[config.mk]
export PLATFORM = sky130hd
export DESIGN_NAME = acw_bank
export DESIGN_NICKNAME = d
export VERILOG_FILES = /design/src/acw_pkg.sv /design/src/acw_pin_sync.sv /design/src/acw_bank.sv
export VERILOG_INCLUDE_DIRS = /design/src
export SDC_FILE = /design/constraint.sdc
export NUM_CORES = 1
export LEC_CHECK = 0
export ABC_AREA = 0
export BUFFER_PORTS_ARGS = -buffer_cell sky130_fd_sc_hd__clkbuf_2
export CAP_MARGIN = 20
export CORE_ASPECT_RATIO = 0.75
export CORE_MARGIN = 2
export CORE_UTILIZATION = 45
export CTS_CLUSTER_SIZE = 28
export DETAILED_ROUTE_END_ITERATION = 16
export PLACE_DENSITY = 0.81
export REMOVE_ABC_BUFFERS = 1
export SYNTH_ARGS = -nofsm -noshare
export SYNTH_HDL_FRONTEND = slang
export SYNTH_SLANG_ARGS = --single-unit
[constraint.sdc]
create_clock -name core_clk -period 1.7 [get_ports core_clk]
set_clock_uncertainty 0.15 [all_clocks]
set_input_delay 0.085 -clock core_clk [delete_from_list [all_inputs] [get_ports core_clk]]
set_output_delay 0.085 -clock core_clk [all_outputs]
set_load 0.005 [all_outputs]
[src/acw_params.svh]
// Purpose: Offsets, field positions and reset values of the register bank
// Assumes: Included by the bank and its package users
// Notes:   Offsets are word indices; byte address is four times the index
`ifndef ACW_PARAMS_SVH
`define ACW_PARAMS_SVH

// ----------------------------------------------------------------
// Register indices
// ----------------------------------------------------------------
`define IDX_STATUS      8'h0B
`define IDX_ALARM       8'h0E
`define IDX_RSVD_F      8'h0F
`define IDX_KICK        8'h10
`define IDX_CONFIG      8'h11
`define IDX_RSVD_LO     8'h12
`define IDX_RSVD_HI     8'hFF

// ----------------------------------------------------------------
// Field positions
// ----------------------------------------------------------------
`define ALARM_MSB       15
`define ALARM_LSB       10
`define CLAMP_SEL_BIT   9
`define KICK_BIT        0
`define LEARN_DONE_BIT  12
`define LEARNED_MSB     7
`define LEARNED_LSB     4
`define CONV_OFF_BIT    0
`define CFG_VOLTAGE_OUTPUT_PIN_EN     0
`define CFG_CURRENT_OUTPUT_PIN_EN     1
`define CFG_ISOLATE     2
`define CFG_FULL_TRACK  3
`define CFG_CLAMP_MSB   7
`define CFG_CLAMP_LSB   4
`define CFG_ACT_MSB     15
`define CFG_ACT_LSB     8

// ----------------------------------------------------------------
// Values
// ----------------------------------------------------------------
`define ALARM_RST       16'h0000
`define LEARN_THRESH    16'h4000
`define ACT_USER_CODE   2'h1
`define ACT_DISABLE     2'h2
`define CODE_ZERO       16'h0000
`define RDATA_ZERO      32'h0000_0000

`endif

[src/acw_pkg.sv]
// Purpose: Types shared by the alarm, clamp and watchdog bank
// Assumes: Constants come from acw_params.svh
// Notes:   Learn states are one-hot
`default_nettype none
package acw_pkg;

	// ----------------------------------------------------------------
	// Auto-learn states
	// ----------------------------------------------------------------
	typedef enum logic [3:0] {
		LS_IDLE  = 4'h1,
		LS_TRACK = 4'h2,
		LS_HOLD  = 4'h4,
		LS_DONE  = 4'h8
	} learn_state_t;

	// ----------------------------------------------------------------
	// Output stage switch controls
	// ----------------------------------------------------------------
	typedef struct packed {
		logic       current_output_pin_hiz;
		logic [2:0] voltage_output_pin_stage_closed;
		logic       voltage_output_pin_shunt_closed;
	} switch_ctl_t;

	// ----------------------------------------------------------------
	// Buck-boost controls
	// ----------------------------------------------------------------
	typedef struct packed {
		logic       tracking;
		logic [3:0] clamp_level;
		logic       clamp_26v;
		logic       disabled;
	} bb_ctl_t;

	// ----------------------------------------------------------------
	// Whole bank state
	// ----------------------------------------------------------------
	typedef struct packed {
		logic [5:0]   alarm_value;
		logic         clamp_sel;
		logic         voltage_output_pin_en;
		logic         current_output_pin_en;
		logic         isolate;
		logic         full_track;
		logic [3:0]   clamp_set;
		logic [7:0]   actions;
		logic         learn_done;
		logic [3:0]   learned;
		logic         conv_off;
		learn_state_t lstate;
		logic         kick;
		logic         pready;
		logic         pslverr;
		logic [31:0]  prdata;
		logic [15:0]  out_code;
		switch_ctl_t  sw;
		bb_ctl_t      bb;
	} bank_state_t;

	typedef struct packed {
		logic [3:0] s1;
		logic [3:0] s2;
		logic [3:0] s3;
		logic [3:0] stable;
	} sync_state_t;

endpackage

`default_nettype wire

[src/acw_pin_sync.sv]
// Purpose: Three-stage synchroniser for alarm condition pins
// Assumes: Single clock domain core_clk
// Notes:   A change counts once stages two and three agree
`timescale 1ns/1ps
`default_nettype none

module acw_pin_sync
	import acw_pkg::*;
(
	input  wire logic       core_clk,
	input  wire logic       sys_rst,
	input  wire logic [3:0] pin_in,
	output logic      [3:0] level
);

	sync_state_t q;
	sync_state_t d;
	logic [3:0]  agreed;

	// ----------------------------------------------------------------
	// Per-bit agreement
	// ----------------------------------------------------------------
	genvar gi;
	generate
		for (gi = 0; gi < 4; gi++) begin : g_bit
			assign agreed[gi] = (q.s2[gi] == q.s3[gi]) ?
				q.s3[gi] : q.stable[gi];
		end
	endgenerate

	always_comb begin
		d        = q;
		d.s1     = pin_in;
		d.s2     = q.s1;
		d.s3     = q.s2;
		d.stable = agreed;
	end

	always_ff @(posedge core_clk) begin
		if (sys_rst) begin
			q <= '0;
		end else begin
			q <= d;
		end
	end

	assign level = q.stable;

endmodule

`default_nettype wire

[src/acw_bank.sv]
// Purpose: Alarm code, clamp select and watchdog kick registers over APB
// Assumes: Alarm pins are asynchronous; DAC code and load need are local
// Notes:   Zero wait states; every output leaves a flip-flop
//
// Operation
// - A six-bit user alarm value sits in bits 15:10, read/write, reset 0.
// - Bit 9 picks the positive rail clamp: 0 gives 32 V, 1 gives 26 V.
// - Writing 1 to kick bit 0 restarts the watchdog and self-clears.
// - Index 0x0F and 0x12 to 0xFF are reserved and read-only.
// - Voltage on with current off puts the current pin in high-Z.
// - Current on with voltage off opens the three non-shunt switches.
// - Isolate clear keeps the shunt closed while voltage is off.
// - Isolate set opens the shunt so the voltage pin floats when off.
// - Auto-learn picks one clamp level held over the whole current range.
// - Tracking then current enable learns once the code passes 0x4000.
// - Clamp, current enable, then tracking holds clamp until learning.
// - A user-code alarm action drives the stored alarm value out.
// - Learn-done flag in status bit 12 sets on completion, resets to 1.
`timescale 1ns/1ps
`default_nettype none
`include "acw_params.svh"

module acw_bank
	import acw_pkg::*;
(
	input  wire logic        core_clk,
	input  wire logic        sys_rst,
	input  wire logic        psel,
	input  wire logic        penable,
	input  wire logic        pwrite,
	input  wire logic [11:0] paddr,
	input  wire logic [31:0] pwdata,
	output logic      [31:0] prdata,
	output logic             pready,
	output logic             pslverr,
	input  wire logic [3:0]  alarm_pins,
	input  wire logic [15:0] dac_code,
	input  wire logic [3:0]  load_need,
	output logic      [15:0] output_code,
	output logic             watchdog_kick,
	output logic             positive_rail_clamp_select,
	output logic             learn_done_flag,
	output switch_ctl_t      switches,
	output bb_ctl_t          buck_boost
);

	bank_state_t q;
	bank_state_t d;
	logic [3:0]  alarm_lvl;
	logic [3:0]  hit_code;
	logic [3:0]  hit_off;
	logic [7:0]  idx;
	logic        setup;
	logic        commit;
	logic        aligned;
	logic        rsvd;
	logic        mapped;
	logic        wr_alarm;
	logic        wr_kick;
	logic        wr_cfg;
	logic        wr_stat;
	logic        over_thr;
	logic        learn_hit;
	logic        use_code;

	// ----------------------------------------------------------------
	// Alarm pin synchroniser
	// ----------------------------------------------------------------
	acw_pin_sync u_sync (
		.core_clk (core_clk),
		.sys_rst  (sys_rst),
		.pin_in   (alarm_pins),
		.level    (alarm_lvl)
	);

	// ----------------------------------------------------------------
	// Per-condition alarm action decode
	// ----------------------------------------------------------------
	genvar gi;
	generate
		for (gi = 0; gi < 4; gi++) begin : g_act
			assign hit_code[gi] = alarm_lvl[gi] &&
				(q.actions[2*gi+1:2*gi] == `ACT_USER_CODE);
			assign hit_off[gi] = alarm_lvl[gi] &&
				(q.actions[2*gi+1:2*gi] == `ACT_DISABLE);
		end
	endgenerate

	// ----------------------------------------------------------------
	// Bus decode
	// ----------------------------------------------------------------
	assign idx      = paddr[9:2];
	assign aligned  = (paddr[1:0] == 2'h0) && (paddr[11:10] == 2'h0);
	assign rsvd     = (idx == `IDX_RSVD_F) || (idx >= `IDX_RSVD_LO);
	assign mapped   = aligned && (rsvd || idx == `IDX_STATUS ||
		idx == `IDX_ALARM || idx == `IDX_KICK || idx == `IDX_CONFIG);
	assign setup    = psel && !penable;
	assign commit   = psel && penable && q.pready && pwrite && mapped;
	// Reserved indices take no write; bus still completes cleanly
	assign wr_alarm = commit && (idx == `IDX_ALARM);
	assign wr_kick  = commit && (idx == `IDX_KICK);
	assign wr_cfg   = commit && (idx == `IDX_CONFIG);
	assign wr_stat  = commit && (idx == `IDX_STATUS);
	assign over_thr = dac_code > `LEARN_THRESH;
	assign use_code = |hit_code;
	assign learn_hit = over_thr && ((q.lstate == LS_TRACK) ||
		(q.lstate == LS_HOLD && q.full_track));

	// ----------------------------------------------------------------
	// Next state
	// ----------------------------------------------------------------
	always_comb begin
		d = q;

		// Bus answer prepared in the setup cycle
		d.pready  = setup;
		d.pslverr = setup && !mapped;
		d.prdata  = `RDATA_ZERO;
		if (setup && mapped && !rsvd) begin
			unique case (idx)
				`IDX_ALARM: begin
					d.prdata[`ALARM_MSB:`ALARM_LSB] = q.alarm_value;
					d.prdata[`CLAMP_SEL_BIT] = q.clamp_sel;
				end
				`IDX_STATUS: begin
					d.prdata[`LEARN_DONE_BIT] = q.learn_done;
					d.prdata[`LEARNED_MSB:`LEARNED_LSB] = q.learned;
					d.prdata[`CONV_OFF_BIT] = q.conv_off;
				end
				`IDX_CONFIG: begin
					d.prdata[`CFG_VOLTAGE_OUTPUT_PIN_EN] = q.voltage_output_pin_en;
					d.prdata[`CFG_CURRENT_OUTPUT_PIN_EN] = q.current_output_pin_en;
					d.prdata[`CFG_ISOLATE] = q.isolate;
					d.prdata[`CFG_FULL_TRACK] = q.full_track;
					d.prdata[`CFG_CLAMP_MSB:`CFG_CLAMP_LSB] = q.clamp_set;
					d.prdata[`CFG_ACT_MSB:`CFG_ACT_LSB] = q.actions;
				end
				// Kick bit is write-only; reads as zero
				default: d.prdata = `RDATA_ZERO;
			endcase
		end

		// Register writes; alarm bit 8 and bits 7:0 are not kept
		if (wr_alarm) begin
			d.alarm_value = pwdata[`ALARM_MSB:`ALARM_LSB];
			d.clamp_sel   = pwdata[`CLAMP_SEL_BIT];
		end
		if (wr_cfg) begin
			d.voltage_output_pin_en    = pwdata[`CFG_VOLTAGE_OUTPUT_PIN_EN];
			d.current_output_pin_en    = pwdata[`CFG_CURRENT_OUTPUT_PIN_EN];
			d.isolate    = pwdata[`CFG_ISOLATE];
			d.full_track = pwdata[`CFG_FULL_TRACK];
			d.clamp_set  = pwdata[`CFG_CLAMP_MSB:`CFG_CLAMP_LSB];
			d.actions    = pwdata[`CFG_ACT_MSB:`CFG_ACT_LSB];
		end

		// Kick lasts one cycle then clears itself
		d.kick = wr_kick && pwdata[`KICK_BIT];

		// Auto-learn sequencing
		unique case (q.lstate)
			LS_IDLE: begin
				if (q.current_output_pin_en && q.full_track) begin
					d.lstate = LS_TRACK;
				end else if (q.current_output_pin_en) begin
					d.lstate = LS_HOLD;
				end
			end
			LS_TRACK: begin
				if (!q.current_output_pin_en) begin
					d.lstate = LS_IDLE;
				end else if (learn_hit) begin
					d.lstate = LS_DONE;
				end
			end
			LS_HOLD: begin
				if (!q.current_output_pin_en) begin
					d.lstate = LS_IDLE;
				end else if (learn_hit) begin
					d.lstate = LS_DONE;
				end
			end
			LS_DONE: begin
				if (!q.current_output_pin_en) begin
					d.lstate = LS_IDLE;
				end
			end
			default: d.lstate = LS_IDLE;
		endcase
		if (learn_hit && q.current_output_pin_en) begin
			d.learned = load_need;
		end

		// Hardware set beats a software clear in the same cycle
		if (wr_stat) begin
			d.learn_done = pwdata[`LEARN_DONE_BIT];
		end
		if (learn_hit && q.current_output_pin_en) begin
			d.learn_done = 1'b1;
		end

		// Disable action latches until reset
		if (|hit_off) begin
			d.conv_off = 1'b1;
		end

		// Output code selection
		if (q.conv_off) begin
			d.out_code = `CODE_ZERO;
		end else if (use_code) begin
			d.out_code = {q.alarm_value, 10'h000};
		end else begin
			d.out_code = dac_code;
		end

		// Pin isolation switches
		d.sw.current_output_pin_hiz = !q.current_output_pin_en || q.conv_off;
		d.sw.voltage_output_pin_stage_closed = (q.voltage_output_pin_en && !q.conv_off) ?
			3'h7 : 3'h0;
		if (q.voltage_output_pin_en && !q.conv_off) begin
			d.sw.voltage_output_pin_shunt_closed = 1'b1;
		end else if (q.isolate) begin
			d.sw.voltage_output_pin_shunt_closed = 1'b0;
		end else begin
			d.sw.voltage_output_pin_shunt_closed = 1'b1;
		end

		// Buck-boost level: learned value stays fixed once done
		d.bb.clamp_26v = q.clamp_sel;
		d.bb.disabled  = q.conv_off;
		unique case (q.lstate)
			LS_DONE: begin
				d.bb.tracking    = 1'b0;
				d.bb.clamp_level = q.learned;
			end
			LS_HOLD: begin
				d.bb.tracking    = 1'b0;
				d.bb.clamp_level = q.clamp_set;
			end
			LS_TRACK: begin
				d.bb.tracking    = 1'b1;
				d.bb.clamp_level = q.clamp_set;
			end
			default: begin
				d.bb.tracking    = q.full_track;
				d.bb.clamp_level = q.clamp_set;
			end
		endcase
	end

	// ----------------------------------------------------------------
	// State register
	// ----------------------------------------------------------------
	always_ff @(posedge core_clk) begin
		if (sys_rst) begin
			q            <= '0;
			q.lstate     <= LS_IDLE;
			q.learn_done <= 1'b1;
			q.sw.current_output_pin_hiz <= 1'b1;
			q.sw.voltage_output_pin_shunt_closed <= 1'b1;
		end else begin
			q <= d;
		end
	end

	assign prdata      = q.prdata;
	assign pready      = q.pready;
	assign pslverr     = q.pslverr;
	assign output_code = q.out_code;
	assign watchdog_kick = q.kick;
	assign positive_rail_clamp_select = q.clamp_sel;
	assign learn_done_flag = q.learn_done;
	assign switches    = q.sw;
	assign buck_boost  = q.bb;

	// ----------------------------------------------------------------
	// Checks
	// ----------------------------------------------------------------
	a_alarm_write: assert property (@(posedge core_clk) disable iff (sys_rst)
		wr_alarm |=> q.alarm_value == $past(pwdata[15:10]))
		else $error("alarm value not stored");

	a_clamp_out: assert property (@(posedge core_clk) disable iff (sys_rst)
		wr_alarm |=> ##1 buck_boost.clamp_26v == $past(pwdata[9], 2))
		else $error("clamp select not forwarded");

	a_kick_pulse: assert property (@(posedge core_clk) disable iff (sys_rst)
		(wr_kick && pwdata[0]) |=> watchdog_kick ##1 !watchdog_kick)
		else $error("kick not a single pulse");

	a_rsvd_read: assert property (@(posedge core_clk) disable iff (sys_rst)
		(setup && aligned && rsvd) |=> pready && !pslverr
		&& prdata == 32'h0000_0000)
		else $error("reserved read not zero");

	a_current_output_pin_hiz: assert property (@(posedge core_clk) disable iff (sys_rst)
		(q.voltage_output_pin_en && !q.current_output_pin_en) |=> switches.current_output_pin_hiz)
		else $error("current pin driven while off");

	a_stage_open: assert property (@(posedge core_clk) disable iff (sys_rst)
		(q.current_output_pin_en && !q.voltage_output_pin_en) |=> switches.voltage_output_pin_stage_closed == 3'h0)
		else $error("voltage stage switches closed");

	a_shunt_closed: assert property (@(posedge core_clk)
		disable iff (sys_rst)
		(!q.voltage_output_pin_en && !q.isolate) |=> switches.voltage_output_pin_shunt_closed)
		else $error("shunt open without isolate");

	a_shunt_open: assert property (@(posedge core_clk) disable iff (sys_rst)
		(!q.voltage_output_pin_en && q.isolate) |=> !switches.voltage_output_pin_shunt_closed)
		else $error("shunt closed with isolate");

	a_clamp_fixed: assert property (@(posedge core_clk) disable iff (sys_rst)
		(q.lstate == LS_DONE && $past(q.lstate) == LS_DONE)
		|-> $stable(q.learned))
		else $error("learned clamp moved");

	a_learn_track: assert property (@(posedge core_clk)
		disable iff (sys_rst)
		(q.lstate == LS_TRACK && q.current_output_pin_en && dac_code > `LEARN_THRESH)
		|=> q.lstate == LS_DONE ##1 buck_boost.clamp_level == q.learned)
		else $error("tracking learn missed");

	a_learn_hold: assert property (@(posedge core_clk) disable iff (sys_rst)
		(q.lstate == LS_HOLD && !q.full_track && q.current_output_pin_en)
		|=> !buck_boost.tracking && q.lstate != LS_DONE)
		else $error("clamp not held");

	a_user_code: assert property (@(posedge core_clk) disable iff (sys_rst)
		(use_code && !q.conv_off) |=>
		output_code[15:10] == $past(q.alarm_value))
		else $error("user alarm value not driven");

	a_learn_flag: assert property (@(posedge core_clk) disable iff (sys_rst)
		(learn_hit && q.current_output_pin_en) |=> learn_done_flag)
		else $error("learn done flag not set");

endmodule

`default_nettype wire

Word-level counts from Yosys, hierarchy flattened:

Cells that the tools add are included.
Widths: inputs -> output; s select.

* register bits after elaboration: 112
* input port bits: 73
* output and inout bits: 65
* logic and storage cells: 129

* $lt $le $gt $ge: 2
* equality and inequality tests: 24
* mux-type cells: 15
* bitwise logic cells: 2
* reduce and logical (&&, ||, !) cells: 52

Operator list (count)
* $logic_and 1x1->1: 28
* $eq 8x4->1 const B: 3
* $mux 4: 5
* $eq 8x5->1 const B: 2
* $gt 16x15->1 const B: 1
* $mux 16: 1
* $pmux 5 s3: 1
* $pmux 3 s2: 2
* $pmux 4 s3: 1
* $reduce_or 2->1: 5
* $eq 2x1->1 const B: 4
* $eq 2x2->1 const B: 4
* $ge 8x5->1 const B: 1
* $pmux 4 s2: 1
* $reduce_or 4->1: 2
* $logic_or 1x1->1: 7
* $reduce_or 6->1: 1
* $logic_not 1->1: 5
* $eq 1x1->1: 4
* $eq 4x1->1 const B: 1
* $eq 4x2->1 const B: 1
* $eq 4x3->1 const B: 1
* $eq 4x4->1 const B: 1
* $logic_not 2->1: 2
* 10 further kinds: 11

Longest topological paths before layout:

* depth in word-level cells: 11
* gate-level depth with buffers: 7
* mapped depth without buffers: 4

Hierarchy:

Synthesis repeated with hierarchy kept, for this count alone.

* cell total of the unflattened synthesis: 442
* area, all modules: 4032.6 µm²

By module, submodules not included
* acw_bank: instances 1, cells an instance 397, area an instance 3515.9 µm², seq. area each 1561.5 µm²
* acw_pin_sync: instances 1, cells an instance 45, area an instance 516.7 µm², seq. area each 320.3 µm²

Worst setup path after synthesis:

OpenSTA, ideal clock, no wires.

* path type: input to register
* from: in paddr[1]
* to: reg q[87] (netlist bit)
* arrival: 1.558 ns
* path slack: -0.130 ns
* cell stages on the path: 5
* buffers on the path: 1
* cells stage by stage: nor4_1 > o311a_4 > and2_1 > buf_6 > mux2_4

* cells in the longest elaborated chain, start to end: 5

Ends and longest elaborated chain
* from (decl): RTL line acw_bank.sv:31 `input wire logic [11:0] paddr,`
* $logic_not 2->1: RTL line acw_bank.sv:93 `assign aligned = (paddr[1:0] == 2'h0) && (paddr[11:10] == 2'h0);`
* $logic_and 1x1->1: RTL line acw_bank.sv:93
* $logic_and 1x1->1: RTL line acw_bank.sv:95 `` assign mapped = aligned && (rsvd || idx == `IDX_STATUS || ``
* $logic_and 1x1->1: RTL line acw_bank.sv:98 `assign commit = psel && penable && q.pready && pwrite && mapped;`
* $logic_and 1x1->1: RTL line acw_bank.sv:102 `` assign wr_cfg = commit && (idx == `IDX_CONFIG); ``
* to (decl): RTL line acw_bank.sv:47 `bank_state_t q;`

Every way passes these cells.
A chain may end at the register's enable or synchronous reset.

Worst setup path in the final report:

* from: in dac_code[6]
* to: reg q, in the netlist learn_done_flag

* cells in the longest elaborated chain, start to end: 4

Ends and longest elaborated chain
* from (decl): RTL line acw_bank.sv:37 `input wire logic [15:0] dac_code,`
* $gt 16x15->1 (no line)
* $logic_and 1x1->1: RTL line acw_bank.sv:106 `assign learn_hit = over_thr && ((q.lstate == LS_TRACK) ||`
* $logic_and 1x1->1: RTL line acw_bank.sv:198 `if (learn_hit && q.current_output_pin_en) begin`
* $reduce_or 2->1 (no line)

Every way passes these cells.

==> impl_metrics.py <==
metrics = {
    "power": {
        "leakagePower_nw": 2.24,
        "power_mw": 4.73,
        "powerDensity_mw_per_mm2": 891,
        "peakVddDrop_v": 0.000570,
    },
    "final_layout": {
        "final_area_mm2": 0.00531,
        "antennaDiodeCount": 0,
        "layout_common_cells": "103 x clkbuf_2, 92 x dfxtp_1, 45 x dlygate4sd3_1, 32 x buf_4, 26 x o21ai_0",
        "finalNetCount": 634,
        "drive_gt1_share_pct": 31.2,
        "final_common_cell": "clkbuf_2",
        "multi_input_area_mm2": 0.00173,
        "fillCellCount": 743,
        "area_growth_pct": 29.8,
        "final-seq-area_mm2": 0.00188,
    },
    "logic_synthesis": {
        "yosys.area_share.simple_pct": 23.5,
        "syn_area_mm2": 0.00409,
        "synthTopCellsByArea": "dfxtp_1 46%, buf_4 11%, nand2b_1 3.5%, nand4b_1 3.2%, o21ai_0 3.2%",
        "synth_top_area_share_pct": 46.0,
        "synth.distinct_cells": 49,
        "synth_xor_area_share_pct": 0.214,
        "async_reset_ff_share_pct": 0,
        "syn_avg_cell_area_um2": 9.40,
        "synth_mux_area_share_pct": 2.57,
        "ys_seq_elements": 94,
        "synth-compound-area-share_pct": 13.7,
        "synth_top_family_by_area": "simple AND/OR/NAND/NOR gates",
        "seq_area_frac_synth_pct": 46.0,
        "yosys_warnings": 0,
        "synth_edf_count": 0,
        "synth_top_area_cell": "dfxtp_1",
        "synthFlopType": "dfxtp_1",
        "syn_inst": 435,
        "synth_adder_area_share_pct": 0,
    },
    "placement": {
        "io_buffer_count": 105,
        "postPlaceCellArea_mm2": 0.00452,
        "hpwlAfterDp_um": 7230,
        "gp_congestion": 0.948,
        "dp_slack_ns": -0.147,
    },
    "cts": {
        "cts_root_buf": "clkbuf_16",
        "cts_tree": "done",
        "clock-sinks": 94,
        "clk_latency_ns": 0.34,
        "clock_path_buffers": 2,
        "cts_setup_buffers": 0,
        "cts_buffers": 9,
        "cts.clk_slew.worst_paths_ns": 0.06,
        "htreeDepth": 3,
    },
    "critical_path": {
        "crit_buf_inv": 2,
        "slowest_delay_ns": 0.54,
        "cp.arrival_ns": 1.76,
        "critPathSlowestCell": "dlygate4sd3_1",
        "cp_cell_sequence": "dlygate4sd3_1, clkbuf_2, nor3_1, nand4_1, and3b_2, a2111o_1",
        "start_kind": "primary input",
        "cp_top_family": "simple AND/OR/NAND/NOR gates",
        "cp.required_ns": 1.78,
        "critical_path_class": "primary input to flip-flop",
        "setup.worst_path.end_class": "flip-flop",
        "cp_max_fo": 2,
    },
    "floorplan": {
        "initial_core_util_pct": 45.8,
        "rows": 30,
        "ios": 138,
        "die_area_mm2": 0.00988,
        "core_mm2": 0.00893,
        "die_x_um": 114,
        "die_h_um": 86.6,
    },
    "timing": {
        "post-route-period-util_pct": 99.0,
        "hold_violations": 0,
        "tns_ns": 0,
        "hold_ws_ns": 0.0248,
        "setup_violations": 0,
        "slew_viol_final": 0,
        "setup_ws_ns": 0.0178,
        "fmax_mhz": 594,
        "period_minus_slack_ns": 1.68,
    },
    "drt": {
        "wire_per_inst_um": 14.8,
        "firstDrtPassIters": 4,
        "wl_um": 10000,
        "viasPerCell": 5.06,
        "antenna_left": 0,
        "drt_iter0_markers": 254,
        "num_vias": 3427,
        "drcViolationCount": 0,
    },
    "global_route": {
        "grt_pass1_vias": 3305,
        "grt_first_pass_wirelength_um": 15900,
        "track_usage_pct": 20.7,
        "overflow": 0,
        "grt_max_degree": 33,
        "antenna_found_initial": 0,
    },
    "run": {
        "drv_cap": 0,
    },
    "worst_hold_path": {
        "min_path_type": "primary input to flip-flop",
    },
    "outcome": {
        "status": "complete, no violations",
    },
}
==> synthesized netlist by cell type, types with 2 or more instances <==
cell type,n
nor4_2,2
nor2b_1,18
nor2_1,23
nand4_1,3
buf_6,2
o21ai_0,26
a21oi_1,18
a21o_1,2
nand3b_1,5
nor4_1,7
nand2_1,16
inv_1,4
and4_1,2
nor3b_1,2
and3_1,6
buf_2,6
a211oi_1,2
mux2i_1,9
and2_1,14
or2_2,2
nor3_1,4
o22ai_1,2
nand2b_1,23
nand3_1,14
nand4b_1,15
dfxtp_1,94
buf_4,60
a41o_1,2
a22oi_1,11
clkbuf_1,13
o21ai_2,10
==> where the power goes <==
group          total [mW]  switching, mW  leakage (nW)  internal [mW]
combinational       0.328          0.138          1.32          0.190
sequential           2.25         0.0102         0.765           2.24
clock                2.15          0.793         0.155           1.36
==> final cells by class <==
type / count / share of cell area, %
Sequential cell: 94 / 35.5
Multi-Input combinational cell: 271 / 32.5
Timing Repair Buffer: 181 / 22.9
Clock buffer: 12 / 4.83
Tap cell: 112 / 2.64
Clock inverter: 3 / 1.27
Inverter: 4 / 0.283
==> cell families after synthesis <==
| kind of cell | Yosys count |
|---|---|
| AO/OA/AOI/OAI | 83 |
| XOR/XNOR | 1 |
| buffers and inverters | 85 |
| flip-flops | 94 |
| multiplexers | 10 |
| other | 1 |
| AND/OR/NAND/NOR | 161 |
==> registers in the layout, indices dropped and copies added (netlist names) <==
register,count
output_code,16
watchdog_kick,1
q,30
buck_boost,7
u_sync.d,8
pready,1
u_sync.level,4
prdata,16
switches,3
positive_rail_clamp_select,1
u_sync.q,4
d,1
pslverr,1
learn_done_flag,1
==> metrics by stage <==
stage          cells  util [%]
2_1_floorplan    369         -
3_3_place_gp     619      50.6
3_5_place_dp     619      50.6
4_1_cts          679      59.2
5_1_grt          677      59.4
6_report         677      59.4
==> worst reg2reg max path, stage by stage, from the launching register on <==
cell,delay [ns]
dfxtp_1,0.33
and4_4,0.23
o311a_4,0.22
buf_6,0.15
nand2_1,0.06
a2111o_1,0.39
==> routing by layer <==
metal	global-route usage, %	vias up	wire length (µm)
li1	-	1696	-
met5	0	-	0
met4	6.32	0	132
met1	28.2	1568	4540
met2	31.5	148	4470
met3	6.85	15	863
==> path summary, 6_finish.rpt <==
path                    start              end  slack (ns)  cells after the start
setup / recovery  dac_code[6]  learn_done_flag        0.02                      6
hold / removal       paddr[7]       prdata[12]        0.02                      4
setup reg to reg       pready  learn_done_flag        0.05                      5
hold reg to reg   u_sync.d[9]      u_sync.d[5]        0.29                      1
==> what timing repair did <==
| item | in CTS | in global routing |
|---|---|---|
| setup endpoints to repair | 0 | 23 |
| gates resized for setup | 0 | 8 |
| hold endpoints to repair | 53 | 0 |
| hold buffers | 45 | 0 |
(Power assumes the default switching activity.)
